[src/common/emb_defines.svh]
// Constants for the external memory bus block: register offsets,
// field positions, reset values and machine cycle timing.
// Assumes inclusion by bare name from the design and its package users.
`ifndef EMB_DEFINES_SVH
`define EMB_DEFINES_SVH
// ----------------------------------------
// Register offsets on the register port
// ----------------------------------------
`define EMB_AUX_SEL_ADDR   8'hA2
`define EMB_AUX_CTRL_ADDR  8'h8E
`define EMB_P2_LATCH_ADDR  8'hA0
// ----------------------------------------
// Field positions and reset values
// ----------------------------------------
`define EMB_PTR_SEL_BIT    0
`define EMB_USER_FLAG_BIT  3
`define EMB_ALE_OFF_BIT    0
`define EMB_DBL_SPEED_BIT  1
`define EMB_P2_LATCH_RST   8'hFF
`define EMB_INT_TOP_RST    16'h3FFF
// ----------------------------------------
// Machine cycle timing
// ----------------------------------------
`define EMB_LAST_PHASE     3'd5
`define EMB_HALF_PHASE     3'd3
`define EMB_DATA_END_PHASE 3'd4
`endif

[src/common/emb_pkg.sv]
// Types shared by the external memory bus block.
// Assumes no other package.
package emb_pkg;
	typedef enum logic [1:0] {
		MC_FETCH = 2'b01,
		MC_DATA  = 2'b10
	} emb_mc_e;
endpackage

[src/rtl/emb_ext_bus.sv]
// External program and data memory bus with the dual data pointer.
// Assumes the core holds fetchAddr steady for each fetch half cycle,
// and that pins are sampled and driven on the single clock.
// Functional notes
// - Low address byte then data byte share the multiplexed port.
// - Port drives address and write data actively, floating for reads and internal fetches.
// - External fetches and pointer moves put high address on upper port.
// - Register-indirect moves keep upper port latch on upper port.
// - Address strobe at osc/6, or osc/3 in double speed.
// - Each data access omits exactly one address strobe pulse.
// - Control bit 0 set silences address strobe on internal fetches.
// - Program read strobe pulses twice per external machine cycle.
// - Data access suppresses two program read strobe pulses.
// - Program read strobe stays high on internal fetches.
// - Select input low: every fetch goes to external memory.
// - Select input high: external only above the internal limit.
// - Protection level 1 uses the select input latched on the first clock after reset.
// - Data writes use a dedicated active-low write strobe.
// - Data reads use a dedicated active-low read strobe.
// - Two independent 16-bit pointers can address data memory.
// - Select bit 0 picks the pointer; resets to first pointer.
// - Bit 3 is a plain user flag, reset 0.
// - Unimplemented select register bits read zero; writes ignored.
`timescale 1ns/1ns
`default_nettype none
`include "emb_defines.svh"
module emb_ext_bus #(
	parameter logic [15:0] INT_TOP = `EMB_INT_TOP_RST, // Internal limit
	parameter bit          HAS_ROM = 1'b1              // Internal code
) (
	input  wire logic        clock,            // Oscillator clock
	input  wire logic        rst,              // Synchronous reset
	input  wire logic [7:0]  regAddr,          // Register address
	input  wire logic [7:0]  regWData,         // Register write data
	input  wire logic        regWr,            // Register write strobe
	input  wire logic        regRd,            // Register read strobe
	output logic      [7:0]  regRData,         // Read data, next cycle
	input  wire logic [15:0] fetchAddr,        // Code fetch address
	output logic      [7:0]  fetchData,        // Fetched external byte
	output logic             fetchValid,       // Fetch byte pulse
	output logic             fetchExt,         // Fetch goes external
	input  wire logic        movxReq,          // Data move request
	input  wire logic        movxWrite,        // Move is a write
	input  wire logic        movxUseDptr,      // Move uses the pointer
	input  wire logic [7:0]  movxRiAddr,       // Indirect low address
	input  wire logic [7:0]  movxWData,        // Move write data
	output logic      [7:0]  movxRData,        // Move read data
	output logic             movxDone,         // Move finished pulse
	output logic             movxBusy,         // Move pending
	input  wire logic        dpLoadLo,         // Load pointer low byte
	input  wire logic        dpLoadHi,         // Load pointer high byte
	input  wire logic [7:0]  dpLoadData,       // Pointer load byte
	input  wire logic        dpInc,            // Increment pointer
	output logic      [15:0] dpValue,          // Selected pointer
	input  wire logic        extFetchSel_n,    // External access pin
	input  wire logic        codeProtL1,       // Protection level 1
	input  wire logic [7:0]  p0In,             // Low port pin input
	output logic      [7:0]  p0Out,            // Low port pin output
	output logic             p0Oe,             // Low port drive enable
	output logic      [7:0]  p2Out,            // Upper port pins
	output logic             ale,              // Address latch strobe
	output logic             progReadStrobe_n, // Program read strobe
	output logic             wrStrobe_n,       // Data write strobe
	output logic             rdStrobe_n        // Data read strobe
);
	if (INT_TOP == 16'hFFFF) begin : g_bad_top
		$error("INT_TOP leaves no external code space");
	end

	// ----------------------------------------
	// Registers and their decode
	// ----------------------------------------
	logic        ptrSel_ff;
	logic        userFlag_ff;
	logic        aleOff_ff;
	logic        dblSpeed_ff;
	logic [7:0]  p2Latch_ff;
	logic [7:0]  regRData_ff;
	logic [15:0] dp_ff [2];
	wire         selHit  = regAddr == `EMB_AUX_SEL_ADDR;
	wire         ctrlHit = regAddr == `EMB_AUX_CTRL_ADDR;
	wire         p2Hit   = regAddr == `EMB_P2_LATCH_ADDR;
	wire  [7:0]  selRead = {4'h0, userFlag_ff, 2'h0, ptrSel_ff};
	wire  [7:0]  ctrlRead = {6'h00, dblSpeed_ff, aleOff_ff};
	wire  [7:0]  nxt_regRData = selHit ? selRead :
		ctrlHit ? ctrlRead : p2Hit ? p2Latch_ff : 8'h00;

	always_ff @(posedge clock) begin
		if (rst) begin
			ptrSel_ff   <= 1'b0;
			userFlag_ff <= 1'b0;
		end else if (regWr && selHit) begin
			ptrSel_ff   <= regWData[`EMB_PTR_SEL_BIT];
			userFlag_ff <= regWData[`EMB_USER_FLAG_BIT];
		end
	end

	always_ff @(posedge clock) begin
		if (rst) begin
			aleOff_ff   <= 1'b0;
			dblSpeed_ff <= 1'b0;
			p2Latch_ff  <= `EMB_P2_LATCH_RST;
		end else if (regWr) begin
			if (ctrlHit) begin
				aleOff_ff   <= regWData[`EMB_ALE_OFF_BIT];
				dblSpeed_ff <= regWData[`EMB_DBL_SPEED_BIT];
			end
			if (p2Hit)
				p2Latch_ff <= regWData;
		end
	end

	always_ff @(posedge clock) begin
		if (rst)
			regRData_ff <= 8'h00;
		else if (regRd)
			regRData_ff <= nxt_regRData;
	end
	assign regRData = regRData_ff;

	// ----------------------------------------
	// Dual data pointer
	// ----------------------------------------
	// per-pointer update
	for (genvar i = 0; i < 2; i++) begin : g_dp
		wire mine = ptrSel_ff == 1'(i);
		always_ff @(posedge clock) begin
			if (rst)
				dp_ff[i] <= 16'h0000;
			else if (mine && dpLoadLo)
				dp_ff[i][7:0] <= dpLoadData;
			else if (mine && dpLoadHi)
				dp_ff[i][15:8] <= dpLoadData;
			else if (mine && dpInc)
				dp_ff[i] <= dp_ff[i] + 16'h0001;
		end
	end
	assign dpValue = dp_ff[ptrSel_ff];

	// ----------------------------------------
	// External access select capture
	// ----------------------------------------
	logic eaCap_ff;
	logic eaDone_ff;
	always_ff @(posedge clock) begin
		if (rst) begin
			eaCap_ff  <= 1'b0;
			eaDone_ff <= 1'b0;
		end else if (!eaDone_ff) begin
			eaCap_ff  <= extFetchSel_n;
			eaDone_ff <= 1'b1;
		end
	end
	wire eaHigh = codeProtL1 ? eaCap_ff : extFetchSel_n;
	assign fetchExt = !HAS_ROM || !eaHigh || (fetchAddr > INT_TOP);

	// ----------------------------------------
	// Phase sequencer
	// ----------------------------------------
	logic           div_ff;
	logic [2:0]     phase_ff;
	emb_pkg::emb_mc_e mc_ff;
	// phase tick every 2 clocks, or every clock in double speed
	wire tick     = dblSpeed_ff || div_ff;
	wire cycEnd   = tick && phase_ff == `EMB_LAST_PHASE;
	wire isData   = mc_ff == emb_pkg::MC_DATA;
	wire addrPh   = phase_ff == 3'd0 || phase_ff == `EMB_HALF_PHASE;
	wire [2:0] nxt_phase = cycEnd ? 3'd0 : phase_ff + 3'd1;

	always_ff @(posedge clock) begin
		if (rst) begin
			div_ff   <= 1'b0;
			phase_ff <= 3'd0;
		end else begin
			div_ff <= !dblSpeed_ff && !div_ff;
			if (tick)
				phase_ff <= nxt_phase;
		end
	end

	// ----------------------------------------
	// Data move request
	// ----------------------------------------
	logic        pend_ff;
	logic        curWrite_ff;
	logic        curDptr_ff;
	logic [15:0] curAddr_ff;
	logic [7:0]  curWData_ff;
	wire  [15:0] nxt_curAddr = movxUseDptr ? dpValue :
		{p2Latch_ff, movxRiAddr};
	assign movxBusy = pend_ff;

	always_ff @(posedge clock) begin
		if (rst)
			pend_ff <= 1'b0;
		else if (movxReq && !pend_ff)
			pend_ff <= 1'b1;
		else if (cycEnd && isData)
			pend_ff <= 1'b0;
	end

	always_ff @(posedge clock) begin
		if (movxReq && !pend_ff) begin
			curWrite_ff <= movxWrite;
			curDptr_ff  <= movxUseDptr;
			curAddr_ff  <= nxt_curAddr;
			curWData_ff <= movxWData;
		end
	end

	always_ff @(posedge clock) begin
		if (rst)
			mc_ff <= emb_pkg::MC_FETCH;
		else if (cycEnd)
			mc_ff <= (pend_ff && !isData) ? emb_pkg::MC_DATA
				: emb_pkg::MC_FETCH;
	end

	// ----------------------------------------
	// Pin values
	// ----------------------------------------
	wire strobePh = phase_ff != 3'd0 && phase_ff != `EMB_LAST_PHASE;
	// data cycle keeps only its first strobe
	wire nxt_ale = isData ? phase_ff == 3'd0 :
		addrPh && (fetchExt || !aleOff_ff);
	// program read in the data phases of each half
	wire nxt_program_read_strobe_n = isData || !fetchExt || addrPh;
	wire nxt_wr_n = !(isData && curWrite_ff && strobePh);
	wire nxt_rd_n = !(isData && !curWrite_ff && strobePh);
	// address first, then write data, driven actively
	wire nxt_p0Oe = isData ? (phase_ff == 3'd0 || curWrite_ff) :
		addrPh && fetchExt;
	wire [7:0] nxt_p0Out = isData ?
		(phase_ff == 3'd0 ? curAddr_ff[7:0] : curWData_ff) :
		fetchAddr[7:0];
	wire [7:0] nxt_p2Out = isData ?
		(curDptr_ff ? curAddr_ff[15:8] : p2Latch_ff) :
		(fetchExt ? fetchAddr[15:8] : p2Latch_ff);

	always_ff @(posedge clock) begin
		if (rst) begin
			ale              <= 1'b0;
			progReadStrobe_n <= 1'b1;
			wrStrobe_n       <= 1'b1;
			rdStrobe_n       <= 1'b1;
			p0Oe             <= 1'b0;
			p0Out            <= 8'h00;
			p2Out            <= `EMB_P2_LATCH_RST;
		end else begin
			ale              <= nxt_ale;
			progReadStrobe_n <= nxt_program_read_strobe_n;
			wrStrobe_n       <= nxt_wr_n;
			rdStrobe_n       <= nxt_rd_n;
			p0Oe             <= nxt_p0Oe;
			p0Out            <= nxt_p0Out;
			p2Out            <= nxt_p2Out;
		end
	end

	// ----------------------------------------
	// Captured data and completion pulses
	// ----------------------------------------
	wire fetchTake = tick && !isData && !addrPh &&
		(phase_ff == 3'd2 || phase_ff == `EMB_LAST_PHASE);
	wire readTake = tick && isData && !curWrite_ff &&
		phase_ff == `EMB_DATA_END_PHASE;

	always_ff @(posedge clock) begin
		if (rst) begin
			fetchData  <= 8'h00;
			fetchValid <= 1'b0;
			movxRData  <= 8'h00;
			movxDone   <= 1'b0;
		end else begin
			fetchValid <= fetchTake;
			movxDone   <= cycEnd && isData;
			if (fetchTake && fetchExt)
				fetchData <= p0In;
			if (readTake)
				movxRData <= p0In;
		end
	end
endmodule // emb_ext_bus
`default_nettype wire

[config.mk]
export PLATFORM = sky130hd
export DESIGN_NAME = emb_ext_bus
export DESIGN_NICKNAME = d
export VERILOG_FILES = /design/src/common/emb_pkg.sv /design/src/rtl/emb_ext_bus.sv
export VERILOG_INCLUDE_DIRS = /design/src /design/src/common
export SDC_FILE = /design/constraint.sdc
export NUM_CORES = 1
export LEC_CHECK = 0
export BUFFER_PORTS_ARGS = -buffer_cell sky130_fd_sc_hd__clkbuf_2
export CAP_MARGIN = 10
export CORE_MARGIN = 2
export CORE_UTILIZATION = 35
export DETAILED_ROUTE_END_ITERATION = 10
export PLACE_DENSITY = 0.55
export SLEW_MARGIN = 30
export SYNTH_ARGS = -nofsm -noshare
export SYNTH_HDL_FRONTEND = slang
export SYNTH_SLANG_ARGS = --single-unit
[constraint.sdc]
create_clock -name clock -period 1.7 [get_ports clock]
set_input_delay 0.085 -clock clock [delete_from_list [all_inputs] [get_ports clock]]
set_output_delay 0.085 -clock clock [all_outputs]
set_load 0.01 [all_outputs]
; ---- Word-level counts from Yosys, hierarchy flattened
; Memories as Yosys holds them, arrays and structs flattened. A register that Yosys moved wholly into a read port is not among the register bits.
; Index checks and enable logic that the tools add are counted.
[totals]
reg_bits = 94
latchBits = 0
ram_bits = 32
mem_bits_ro = 0
word_cells = 153
memories = 1
[op_classes]
addsub = 3
multipliers = 0
div = 0
n_lt_le_gt_ge = 1
n_eq_ne = 9
shift = 0
muxes = 53
bitwise = 9
n_reduce_logical = 50
[memory_table]
columns = name, words, width, read_ports, rd_clocked_by_memory_dff, wr, line
row1 = dp_ff, 2, 16, 3, 1, 2, emb_ext_bus.sv:79  ; logic [15:0] dp_ff [2];
[ops]
columns = operator, count
row1 = 8-bit two-way mux, 16
row2 = 1-bit two-way mux, 34
row3 = 16-bit by 1-bit adder with 16-bit output (second input constant), 2
row4 = 1-bit logical AND, 26
row5 = 8-bit equality test (second input constant), 3
row6 = 16-bit by 14-bit > comparator with 1-bit output (second input constant), 1
row7 = 16-bit two-way mux, 1
row8 = 1-bit zero test, 11
row9 = 1-bit logical OR, 8
row10 = 1-bit bitwise OR, 8
row11 = 3-bit by 2-bit equality test with 1-bit output (second input constant), 2
row12 = 3-bit equality test (second input constant), 2
row13 = 2-bit AND reduction, 2
row14 = 3-bit by 1-bit adder with 3-bit output (second input constant), 1
row15 = 3-bit zero test, 1
row16 = 3-bit two-way mux, 1
row17 = 3-bit inequality test (second input constant), 1
row18 = 3-bit nonzero test, 1
row19 = 2-bit equality test (second input constant), 1
row20 = 2-bit two-way mux, 1
row21 = 2-bit nonzero test, 1
row22 = 1-bit inverter, 1

; ---- Depth between registers and ports, before layout
; Gate-level depths: netlist (run 1).
[depth]
depth_word = 8
mapped_depth = 6
mapped_depth_nobuf = 6

; ---- Worst setup path after synthesis (run 1)
; Ideal clock, no wire load.
[synth_path]
path_kind = reg-to-reg
startpoint = register pend_ff (netlist: movxBusy)
endpoint = register curAddr_ff[0], enable pin
setup_time_ps = 412
t_arrival_ps = 1554
required_time_ps = 1288
setup_slack_ps = -265
path_stages_with_launch = 2
path_buffers = 0
period_less_slack_ps = 1965
cell_sequence = dfxtp_1 > nor2b_1
[synth_between]
elab_chain_cells = 2
[synth_rtl]
columns = element, line
row1 = start: declaration, emb_ext_bus.sv:184  ; logic pend_ff;
row2 = start signal: assignment, emb_ext_bus.sv:195  ; pend_ff <= 1'b0;
row3 = start signal: assignment, emb_ext_bus.sv:197  ; pend_ff <= 1'b1;
row4 = start signal: assignment, emb_ext_bus.sv:199  ; pend_ff <= 1'b0;
row5 = 1-bit zero test, emb_ext_bus.sv:203  ; if (movxReq && !pend_ff) begin
row6 = 1-bit logical AND, emb_ext_bus.sv:203
row7 = end signal: assignment, emb_ext_bus.sv:206  ; curAddr_ff <= nxt_curAddr;
row8 = end: declaration, emb_ext_bus.sv:187  ; logic [15:0] curAddr_ff;
; No other way between the ends.
; A chain may end at the register's enable or synchronous reset.

; ---- Worst setup path in the final report (run 1)
[layout_path]
startpoint = register phase_ff[1]
endpoint = register fetchData[2]
[layout_between]
elab_chain_cells = 6
[layout_rtl]
columns = element, line
row1 = start: declaration, emb_ext_bus.sv:161  ; logic [2:0] phase_ff;
row2 = start signal: assignment, emb_ext_bus.sv:177  ; phase_ff <= nxt_phase;
row3 = 3-bit by 2-bit equality test with 1-bit output (no line) / 3-bit zero test (equally long branches), -
row4 = 1-bit logical OR (no line), -
row5 = 1-bit zero test, emb_ext_bus.sv:263  ; wire fetchTake = tick && !isData && !addrPh &&
row6 = 1-bit logical AND, emb_ext_bus.sv:263
row7 = 1-bit logical AND *, emb_ext_bus.sv:263
row8 = 1-bit logical AND *, emb_ext_bus.sv:277  ; if (fetchTake && fetchExt)
row9 = end signal: assignment, emb_ext_bus.sv:278  ; fetchData <= p0In;
row10 = end: declaration, emb_ext_bus.sv:39  ; output logic [7:0] fetchData,
; Mark *: on every way between the ends. The rest lies on a longest branch, timed or not.

==> reports/metrics.cfg, run 1 <==
[min_path]
hold_start = dpLoadData[7]
min_to = dp_ff[1][15]
whs_path_depth = 3
hold_class = in -> reg

[drt]
drtIter0Drc = 342
wl_per_cell_um = 16.3
ant_nets = 0
vias = 5249
drc = 0
wl_mm = 17.1
firstDrtPassIters = 5
vias_per_cell = 5.02

[sta]
rsz0062_at_grt = true
clock.fmax_ghz = 0.578
setup_viol = 1
hold_viol_final = 0
slew_headroom_pct = 60.9
drv_slew = 0
clock_skew_ps = 10.4
period_needed_ps = 1730
setup_ws_ps = -29.5
finalCritPeriodShare_pct = 102
setup-tns-final_ps = -29.5
tightest_slew_ps = 585

[job]
cap_violations = 0

[floorplanning]
core-area_mm2 = 0.0166
die_y_um = 135
initial_utilization_pct = 35.9
die-area_mm2 = 0.0181
num_rows = 47
io_pins = 141
die_w_um = 135

[synth]
synth_cell_types = 49
synth_flop_cell = dfxtp_1
ys_ff_latch = 127
yosys-top-cells-count = 69 x dfxtp_1, 68 x nand2_1, 58 x edfxtp_1
synthTopCellsByArea = edfxtp_1 29%, dfxtp_1 23%, mux2_2 5.8%, mux2i_1 5.5%, nand2_1 4.3%
syn_nets = 665
synth.avg_cell_area_um2 = 10.3
yosysWarnings = 0
synth_top_area_share_pct = 29.1
yosysSeqAreaShare_pct = 52.2
yosysTopAreaCell = edfxtp_1
synthArstFlopShare_pct = 0
synth.most_common_cell = dfxtp_1
syn-cell-area_mm2 = 0.00598
synth_edf_count = 58
postSynthCellCount = 582

[run_status]
status = finished with violations
violations = negative setup slack

[critical_path]
reg2regPathDepth = 7
r2r_end = fetchData[2]
rr_startpoint = phase_ff[1]
crit_chain = inv_2, ha_4, nor2b_4, or3_4, nor3_4, buf_12, mux2i_2
slowest_delay_ps = 400
cp_data_arrival_time_ps = 2050
ff2ff_setup_slack_ps = -30
path_class = reg -> reg
startpoint = phase_ff[1]
cp.required_ps = 2020
crit_path_end_kind = flip-flop
crit_path_max_fanout = 8
cp_slowest_cell = or3_4
start_kind = flip-flop

[power_and_ir_drop]
power_leakage_nw = 3.40
ir_drop_v = 0.000691
power.density_mw_per_mm2 = 916

[final_layout]
fin_util_pct = 50.6
nNetsFinal = 895
num_antenna_cells = 0
fill_cells = 1534
seq_area_mm2 = 0.00313
areaGrowthSynthToFinish_pct = 40.8
drive_gt1_share_pct = 35.4
multiInputGateArea_mm2 = 0.00276

[clock_tree]
cts_buffers = 17
cts_tree = done
cts_sinks = 127
worstSkewPairLatency_ps = 410
cts_root_buffer = clkbuf_16
cts_buffer_depth = 2
htree_num_levels = 4
clk_pin_slew_ps = 60

[grt]
busiest_layer = met2
met3_usage_pct = 4.05
overflow = 0
first_global_vias = 5189
grtUsageTotal_pct = 19.2
grt_pass1_wl_mm = 26.9
use_met2_pct = 30.5
grtUsageMet1_pct = 25.2
grt_max_degree = 38
antenna_found_initial = 0

[placement]
routabilityCongestion = 0.857
dp_hpwl_mm = 12.8
io_buffers = 140

state kept, by name, indices dropped and copies added, names as in the netlist, 2 cells and up, named ones only:
name,cells
fetchData,8
curWData_ff,8
regRData,8
p0Out,8
p2Out,8
dp_ff,32
curAddr_ff,16
phase_ff,3
mc_ff,2
movxRData,8
p2Latch_ff,8
layout make-up:
type,count,share of cell area [%]
inverters,11,0.520
repair buffers,244,19.3
clock inverters,4,0.253
multi-input cells,411,32.8
well taps,220,3.27
flip-flops and latches,127,37.2
clock buffers,28,6.64
timing repair:
action / in CTS / in global routing
hold endpoints to repair: 54 / 0
hold buffers: 43 / 0
setup endpoints to repair: 8 / 21
gates resized for setup: 3 / 14
pin swaps: 0 / 4
setup buffers: 3 / 4
worst max-delay path: cells and delay by family, from the launching register on:
kind	cells	cell delay, ps
AND/OR/NAND/NOR	3	700
flip-flops	1	350
buffers and inverters	2	230
multiplexers	1	210
adder cells (fa/ha/maj)	1	150
metrics by stage:
| step | setup slack (ps) | cell area (um2) | instances | power [W] | hold WS [ps] |
|---|---|---|---|---|---|
| 2_1_floorplan | 5.83 | 6020 | 582 | 0.00383 | 184 |
| 3_3_place_gp | 42.8 | 7300 | 963 | 0.00418 | 265 |
| 3_5_place_dp | -11.2 | 7300 | 963 | 0.00419 | 264 |
| 4_1_cts | -34.3 | 8340 | 1041 | 0.00777 | 9.91 |
| 5_1_grt | -97.6 | 8420 | 1045 | 0.00803 | 34.8 |
| 6_report | -29.5 | 8420 | 1045 | 0.00771 | 23.7 |
layout by cell type (no fill, tap or decap), drive strengths merged, types with 3 or more instances in the layout:
cell type,instances
a211o,8
and4,5
nand2,68
xnor2,9
nand4,11
dlygate4sd3,43
or3b,3
o21ai,41
clkbuf,168
xor2,17
edfxtp,58
clkinv,4
dfxtp,69
nor2b,6
mux2i,33
inv,11
mux2,31
nor3,20
nand3,21
nor4,8
nand2b,10
a211oi,8
and3,3
nor2,49
or3,6
o31ai,3
ha,7
buf,61
a21oi,23
worst max path at each step:
stage                   endpoint  depth (start not counted)  slack, ps
CTS                 fetchData[2]                          7        -30
global route        fetchData[2]                          7       -100
global placement    fetchData[6]                          6         40
finish              fetchData[2]                          7        -30
detailed placement  fetchData[2]                          7        -10
floorplan           fetchData[0]                          6          6
power breakdown:
part | leakage (nW) | switching (W) | total [W] | internal [W]
clock network | 0.291 | 0.00126 | 0.00348 | 0.00223
registers | 1.15 | 0.0000666 | 0.00340 | 0.00333
logic | 1.95 | 0.000420 | 0.000830 | 0.000410
cell families (layout without fill, tap and decap cells):
kind of cell,Yosys count,after routing,synth area share (%)
compound gates,93,93,9.21
xor+xnor,26,26,3.81
fa+ha+maj,7,7,1.46
buf+inv,44,287,2.89
flops,127,127,52.2
mux,64,64,11.4
simple gates,221,221,19.0
metal layers:
metal	vias to the layer above	part of all wire [%]
met3	29	6.0
met5	-	0
li1	2565	-
met2	168	47
met1	2487	44
met4	0	2.5
Note: power is estimated with default switching activity, not from simulation.
==> run 2, diff against run 1 <==
--- a/config.mk
+++ b/config.mk
@@ -6,6 +6,7 @@
 export SDC_FILE = /design/constraint.sdc
 export NUM_CORES = 1
 export LEC_CHECK = 0
+export ABC_AREA = 1
 export BUFFER_PORTS_ARGS = -buffer_cell sky130_fd_sc_hd__clkbuf_2
 export CAP_MARGIN = 10
 export CORE_MARGIN = 2
==> reports/metrics.cfg, run 2 <==
[final_layout]
instances_no_fill = 1253  ; +20%
final_cell_mix = 223 x nand2_1, 140 x clkbuf_2, 103 x inv_1, 72 x nor2_1, 69 x dfxtp_1
drive_gt1_share_pct = 23.8  ; -12 points
nNetsFinal = 1094  ; +22%
fin_util_pct = 47.6  ; -3.0 points
top_regs = dp_ff (32), curAddr_ff (16)
num_antenna_cells = 0  ; unchanged
max_flop_register = dp_ff
largest_register_ffs = 32  ; unchanged
areaGrowthSynthToFinish_pct = 33.7
final_common_cell = nand2_1

[critical_path]
crit_path_max_fanout = 16  ; +8
path_class = in -> out
cp.required_ps = 1620  ; -400 ps
crit_chain = dlygate4sd3_1, clkbuf_2, nor2_1, nand2_4, buf_4, clkbuf_2
start_kind = input pin
cp_data_arrival_time_ps = 1540  ; -510 ps
crit_path_end_kind = output port
rr_startpoint = dp_ff[1][6]
ff2ff_setup_slack_ps = 170  ; +200 ps
slowest_delay_ps = 540  ; +140 ps
reg2regPathDepth = 7  ; unchanged
crit_top_cell = clkbuf_2
r2r_end = dp_ff[1][11]
cp_slowest_cell = dlygate4sd3_1

[drt]
highest_layer = met4
drc = 0  ; unchanged
ant_nets = 0  ; unchanged
wl_per_cell_um = 14.8  ; -9.5%
wl_met2_mm = 8.49  ; +4.8%
drtIter0Drc = 350  ; +2.3%
vias = 5929  ; +13%
vias_per_cell = 4.73  ; -5.8%
met1_length_mm = 8.72  ; +16%
firstDrtPassIters = 5  ; unchanged
wl_mm = 18.5  ; +8.5%
dr_wl_met3_mm = 1.07  ; +3.2%

[floorplanning]
die_w_um = 139  ; +3.3%
core-area_mm2 = 0.0180  ; +7.9%
num_rows = 49  ; +4.3%
die-area_mm2 = 0.0194  ; +6.7%
io_pins = 141  ; unchanged
initial_utilization_pct = 35.6  ; -0.34 points
die_y_um = 139  ; +3.3%

[clock_tree]
cts_tree = done
cts_buffer_depth = 2  ; unchanged
cts_buffers = 17  ; unchanged
worstSkewPairLatency_ps = 420  ; about the same
clk_pin_slew_ps = 50  ; about the same
cts_sinks = 127  ; unchanged
htree_num_levels = 4  ; unchanged
cts_root_buffer = clkbuf_16

[grt]
grt_max_degree = 41  ; +7.9%
overflow = 0  ; unchanged
antenna_found_initial = 0  ; unchanged
first_global_vias = 5652  ; +8.9%
grt_pass1_wl_mm = 29.3  ; +8.8%
grtUsageTotal_pct = 19.3  ; +0.066 points

[synth]
synth_edf_count = 58  ; unchanged
synth.most_common_cell = nand2_1
synthTopCellsByArea = edfxtp_1 27%, dfxtp_1 22%, nand2_1 13%, inv_1 6.0%, o21ai_0 5.5%
synth_adder_area_share_pct = 1.37  ; -0.095 points
synth_flop_cell = dfxtp_1
synth_top_area_share_pct = 27.2  ; -1.9 points
synth_top_family_by_area = simple AND/OR/NAND/NOR gates
synth_xor_area_share_pct = 0.274  ; -3.5 points
syn-cell-area_mm2 = 0.00639  ; +6.9%
yosysSeqAreaShare_pct = 48.9  ; -3.4 points
yosysWarnings = 0  ; unchanged
postSynthCellCount = 807  ; +39%
ys_ff_latch = 127  ; unchanged
synth-simple-area-share_pct = 26.7  ; +7.7 points
synth-compound-area-share_pct = 11.0  ; +1.8 points
synth_cell_types = 38  ; -22%
syn_nets = 890  ; +34%
yosysTopAreaCell = edfxtp_1
synth.area.mux_share_pct = 3.17  ; -8.2 points
yosys-top-cells-count = 223 x nand2_1, 103 x inv_1, 73 x nor2_1
synthArstFlopShare_pct = 0  ; unchanged
synth.avg_cell_area_um2 = 7.92  ; -23%

[job]
cap_violations = 0  ; unchanged

[sta]
period_needed_ps = 1620  ; -109 ps
hold_viol_final = 0  ; unchanged
finalCritPeriodShare_pct = 95.3  ; -6.4 points
rsz0062_at_grt = true
tightest_slew_ps = 475  ; -110 ps
slew_headroom_pct = 68.0  ; +7.2 points
drv_slew = 0  ; unchanged
clock_skew_ps = 11.6  ; +1.22 ps
clock.fmax_ghz = 0.617  ; +6.7%
setup-tns-final_ps = 0  ; +29.5 ps
setup_viol = 0  ; -1

[power_and_ir_drop]
power.density_mw_per_mm2 = 922  ; +0.61%
power_leakage_nw = 3.96  ; +17%
ir_drop_v = 0.000748  ; +8.3%

[min_path]
whs_path_depth = 3  ; unchanged
hold_class = in -> reg
hold_start = dpLoadData[4]
min_to = dp_ff[0][12]

[placement]
dp_hpwl_mm = 13.8  ; +8.1%
dp.cells = 1173  ; +22%
io_buffers = 140  ; unchanged
routabilityCongestion = 0.885  ; +3.2%

[run_status]
status = finished, final reports clean

run 2: where the power goes:
part | switching (W) | internal (W) | leakage [nW]
Sequential | 0.0000855 | 0.00335 | 1.15
Clock | 0.00131 | 0.00229 | 0.302
Combinational | 0.000483 | 0.000359 | 2.51
run 2: through the flow:
stage               hold WS, ps  setup slack [ps]  power, W  instance area (um2)
global placement            264               142   0.00424                 7460
finish                     11.8              79.7   0.00788                 8550
floorplan                   184               212   0.00390                 6390
detailed placement          265               134   0.00424                 7460
CTS                        1.39              17.6   0.00794                 8500
global route               25.8             -3.08   0.00818                 8550
run 2: worst max path at each step:
stage / start / end / slack (ps) / cells after the start
finish: fetchAddr[15] / fetchExt / 80 / 6
global route: dp_ff[1][6] / dp_ff[1][11] / -3 / 7
CTS: eaCap_ff / fetchExt / 20 / 5
detailed placement: phase_ff[0] / fetchData[4] / 130 / 8
global placement: dp_ff[1][6] / dp_ff[1][11] / 140 / 7
floorplan: movxBusy / curAddr_ff[0] / 210 / 1
run 2: critical path, delay by kind of cell:
family,cells,cell delay (ps)
simple gates,2,450
buf+inv,4,990
run 2: cell families (layout without fill, tap and decap cells):
kind of cell               count (synthesis)  after routing
buffers and inverters                    133            349
muxes                                     18             18
AOI/OAI and AO/OA                        128            128
adders and majority gates                  7              7
xor gates and xnor gates                   2              2
DFF                                      127            127
and+or+nand+nor                          392            393
run 2: layout make-up:
| cell class | count | area, um2 |
|---|---|---|
| fill | 1790 | 9410 |
| sequential | 127 | 3120 |
| multi-input combinational | 548 | 2750 |
| timing repair buffer | 209 | 1380 |
| clock buffer | 26 | 564 |
| inverter | 108 | 405 |
| tap | 229 | 287 |
| clock inverter | 6 | 37.5 |
run 2: what timing repair did:
action,in CTS,in global routing
buffers inserted,0,3
setup endpoints to repair,1,13
resized for setup,1,5
pin swaps,0,0
gates cloned,0,1
hold buffers,44,0
hold endpoints to repair,55,0
run 2: routing by layer:
| metal | track usage, % | up-vias |
|---|---|---|
| met2 | 31.0 | 193 |
| met4 | 6.11 | 0 |
| met5 | 0 | - |
| met1 | 26.2 | 2662 |
| li1 | - | 3056 |
| met3 | 4.01 | 18 |
==> run 3, diff against run 2 <==
==> constraint.sdc (replaced) <==
create_clock -name clock -period 1.7 [get_ports clock]
set_input_delay 0 -clock clock [delete_from_list [all_inputs] [get_ports clock]]
set_output_delay 0 -clock clock [all_outputs]
set_load 0.01 [all_outputs]
==> reports/metrics.cfg, run 3 (synthesis gave the netlist of run 2 again) <==
[drt]
wl_per_cell_um = 14.6  ; -1.2%
vias = 5976  ; +0.79%
vias_per_cell = 4.69  ; -0.95%
drtIter0Drc = 353  ; +0.86%
wl_mm = 18.6  ; +0.52%
ant_nets = 0  ; unchanged
firstDrtPassIters = 5  ; unchanged
drc = 0  ; unchanged

[final_layout]
drive_gt1_share_pct = 23.9  ; +0.072 points
num_antenna_cells = 0  ; unchanged
areaGrowthSynthToFinish_pct = 37.2
largest_register_ffs = 32  ; unchanged
max_flop_register = dp_ff
seq_area_mm2 = 0.00312  ; unchanged
final_cell_mix = 223 x nand2_1, 140 x clkbuf_2, 103 x inv_1, 70 x o21ai_0, 70 x nor2_1
multiInputGateArea_mm2 = 0.00276  ; +0.14%
final_common_cell = nand2_1
instances_no_fill = 1275  ; +1.8%
top_regs = dp_ff (32), curAddr_ff (16)
nNetsFinal = 1116  ; +2.0%
fill_cells = 1769  ; -1.2%

[sta]
clock_skew_ps = 8.54  ; -3.07 ps
drv_slew = 0  ; unchanged
rsz0062_at_grt = false
clock.fmax_ghz = 0.621  ; +0.66%
hold_viol_final = 0  ; unchanged
slew_headroom_pct = 68.3  ; +0.24 points
setup_viol = 0  ; unchanged
period_needed_ps = 1610  ; -10.6 ps
setup-tns-final_ps = 0  ; unchanged
tightest_slew_ps = 475  ; +0.0175 ps
finalCritPeriodShare_pct = 94.7  ; -0.62 points

[critical_path]
crit_chain = nand2_1, o21ai_1, nand2_4, buf_4, clkbuf_2
reg2regPathDepth = 7  ; unchanged
slowest_delay_ps = 330  ; -210 ps
rr_startpoint = dp_ff[1][8]
cp_data_arrival_time_ps = 1610  ; +70 ps
ff2ff_setup_slack_ps = 120  ; -50 ps
cp.required_ps = 1700  ; +80 ps
cp_slowest_cell = dfxtp_1
startpoint = eaCap_ff
crit_path_max_fanout = 16  ; unchanged
path_class = reg -> out
start_kind = flip-flop
r2r_end = dp_ff[1][15]
crit_path_end_kind = output port

[placement]
dp_hpwl_mm = 13.7  ; -0.93%
io_buffers = 140  ; unchanged
routabilityCongestion = 0.873  ; -1.3%
dp.cells = 1177  ; +0.34%

[run_status]
status = finished, final reports clean

[clock_tree]
cts_buffers = 17  ; unchanged
worstSkewPairLatency_ps = 420  ; about the same
clk_pin_slew_ps = 60  ; about the same
cts_tree = done
htree_num_levels = 4  ; unchanged
cts_buffer_depth = 2  ; unchanged
cts_sinks = 127  ; unchanged
cts_root_buffer = clkbuf_16

[floorplanning]
io_pins = 141  ; unchanged
die_w_um = 139  ; unchanged
die_y_um = 139  ; unchanged
num_rows = 49  ; unchanged
core-area_mm2 = 0.0180  ; unchanged
die-area_mm2 = 0.0194  ; unchanged
initial_utilization_pct = 35.6  ; unchanged

[grt]
first_global_vias = 5630  ; -0.39%
grt_max_degree = 48  ; +17%
grtUsageTotal_pct = 19.3  ; +0.019 points
antenna_found_initial = 0  ; unchanged
overflow = 0  ; unchanged
grt_pass1_wl_mm = 29.3  ; about the same

[min_path]
min_to = dp_ff[0][11]
hold_start = dpLoadData[3]
whs_path_depth = 3  ; unchanged
hold_class = in -> reg

[power_and_ir_drop]
power_leakage_nw = 4.03  ; +1.8%
power.density_mw_per_mm2 = 905  ; -1.8%
ir_drop_v = 0.000693  ; -7.4%

[job]
cap_violations = 0  ; unchanged

==> run 3: changes by cell type in the layout (fill, tap and decap cells not counted), moves of 3 or more <==
cell,change
dlygate4sd3_1,+18
clkbuf_16,-4
inv_6,+6
inv_4,-3
==> run 3: timing repair <==
action,CTS,global route
hold buffers,62,0
resized for setup,0,5
hold endpoints to repair,78,0
buffers inserted,0,3
endpoints found under the setup margin,0,12
==> run 3: stage by stage <==
stage               cell area [um2]  hold slack [ps]  utilization (%)  total power [W]  setup WS, ps
finish                         8770             13.9             48.8          0.00794          90.2
global route                   8770             13.0             48.8          0.00824          12.4
CTS                            8720             1.11             48.5          0.00800          19.6
detailed placement             7510              180             41.8          0.00426           140
global placement               7510              178             41.8          0.00427           166
floorplan                      6390             98.9                -          0.00390           212
==> run 3: final cells by class <==
cell class                      count  area share [%]
Clock buffer                       19            4.93
Clock inverter                     13            1.75
Inverter                          108            4.62
Multi-Input combinational cell    548            31.4
Sequential cell                   127            35.6
Tap cell                          229            3.27
Timing Repair Buffer              231            18.4
==> run 3: worst max-delay path: cells and delay by family, from the launching register on <==
kind                   cells  cell delay (ps)
AOI/OAI and AO/OA          1              240
buffers and inverters      2              340
and+or+nand+nor            2              290
DFF                        1              330
==> run 3: worst max path at each step <==
| stage | slack [ps] | to | cells past startpoint |
|---|---|---|---|
| finish | 90 | fetchExt | 5 |
| global route | 10 | dp_ff[1][14] | 8 |
| CTS | 20 | fetchExt | 5 |
| detailed placement | 140 | fetchData[2] | 8 |
| global placement | 170 | dp_ff[1][11] | 7 |
| floorplan | 210 | curAddr_ff[0] | 1 |
==> run 3: power breakdown <==
group	switching (W)	leakage, nW	internal, W
sequential	0.0000828	1.15	0.00335
clock	0.00143	0.280	0.00219
combinational	0.000493	2.60	0.000397
total	0.00201	4.03	0.00594
==> run 3: metal layers <==
layer | GRT usage [%] | up-vias | routed length [um]
met5 | 0 | - | 0
met4 | 5.74 | 0 | 270
met3 | 4.49 | 27 | 917
met2 | 30.7 | 176 | 8520
met1 | 26.3 | 2678 | 8910
li1 | - | 3095 | -
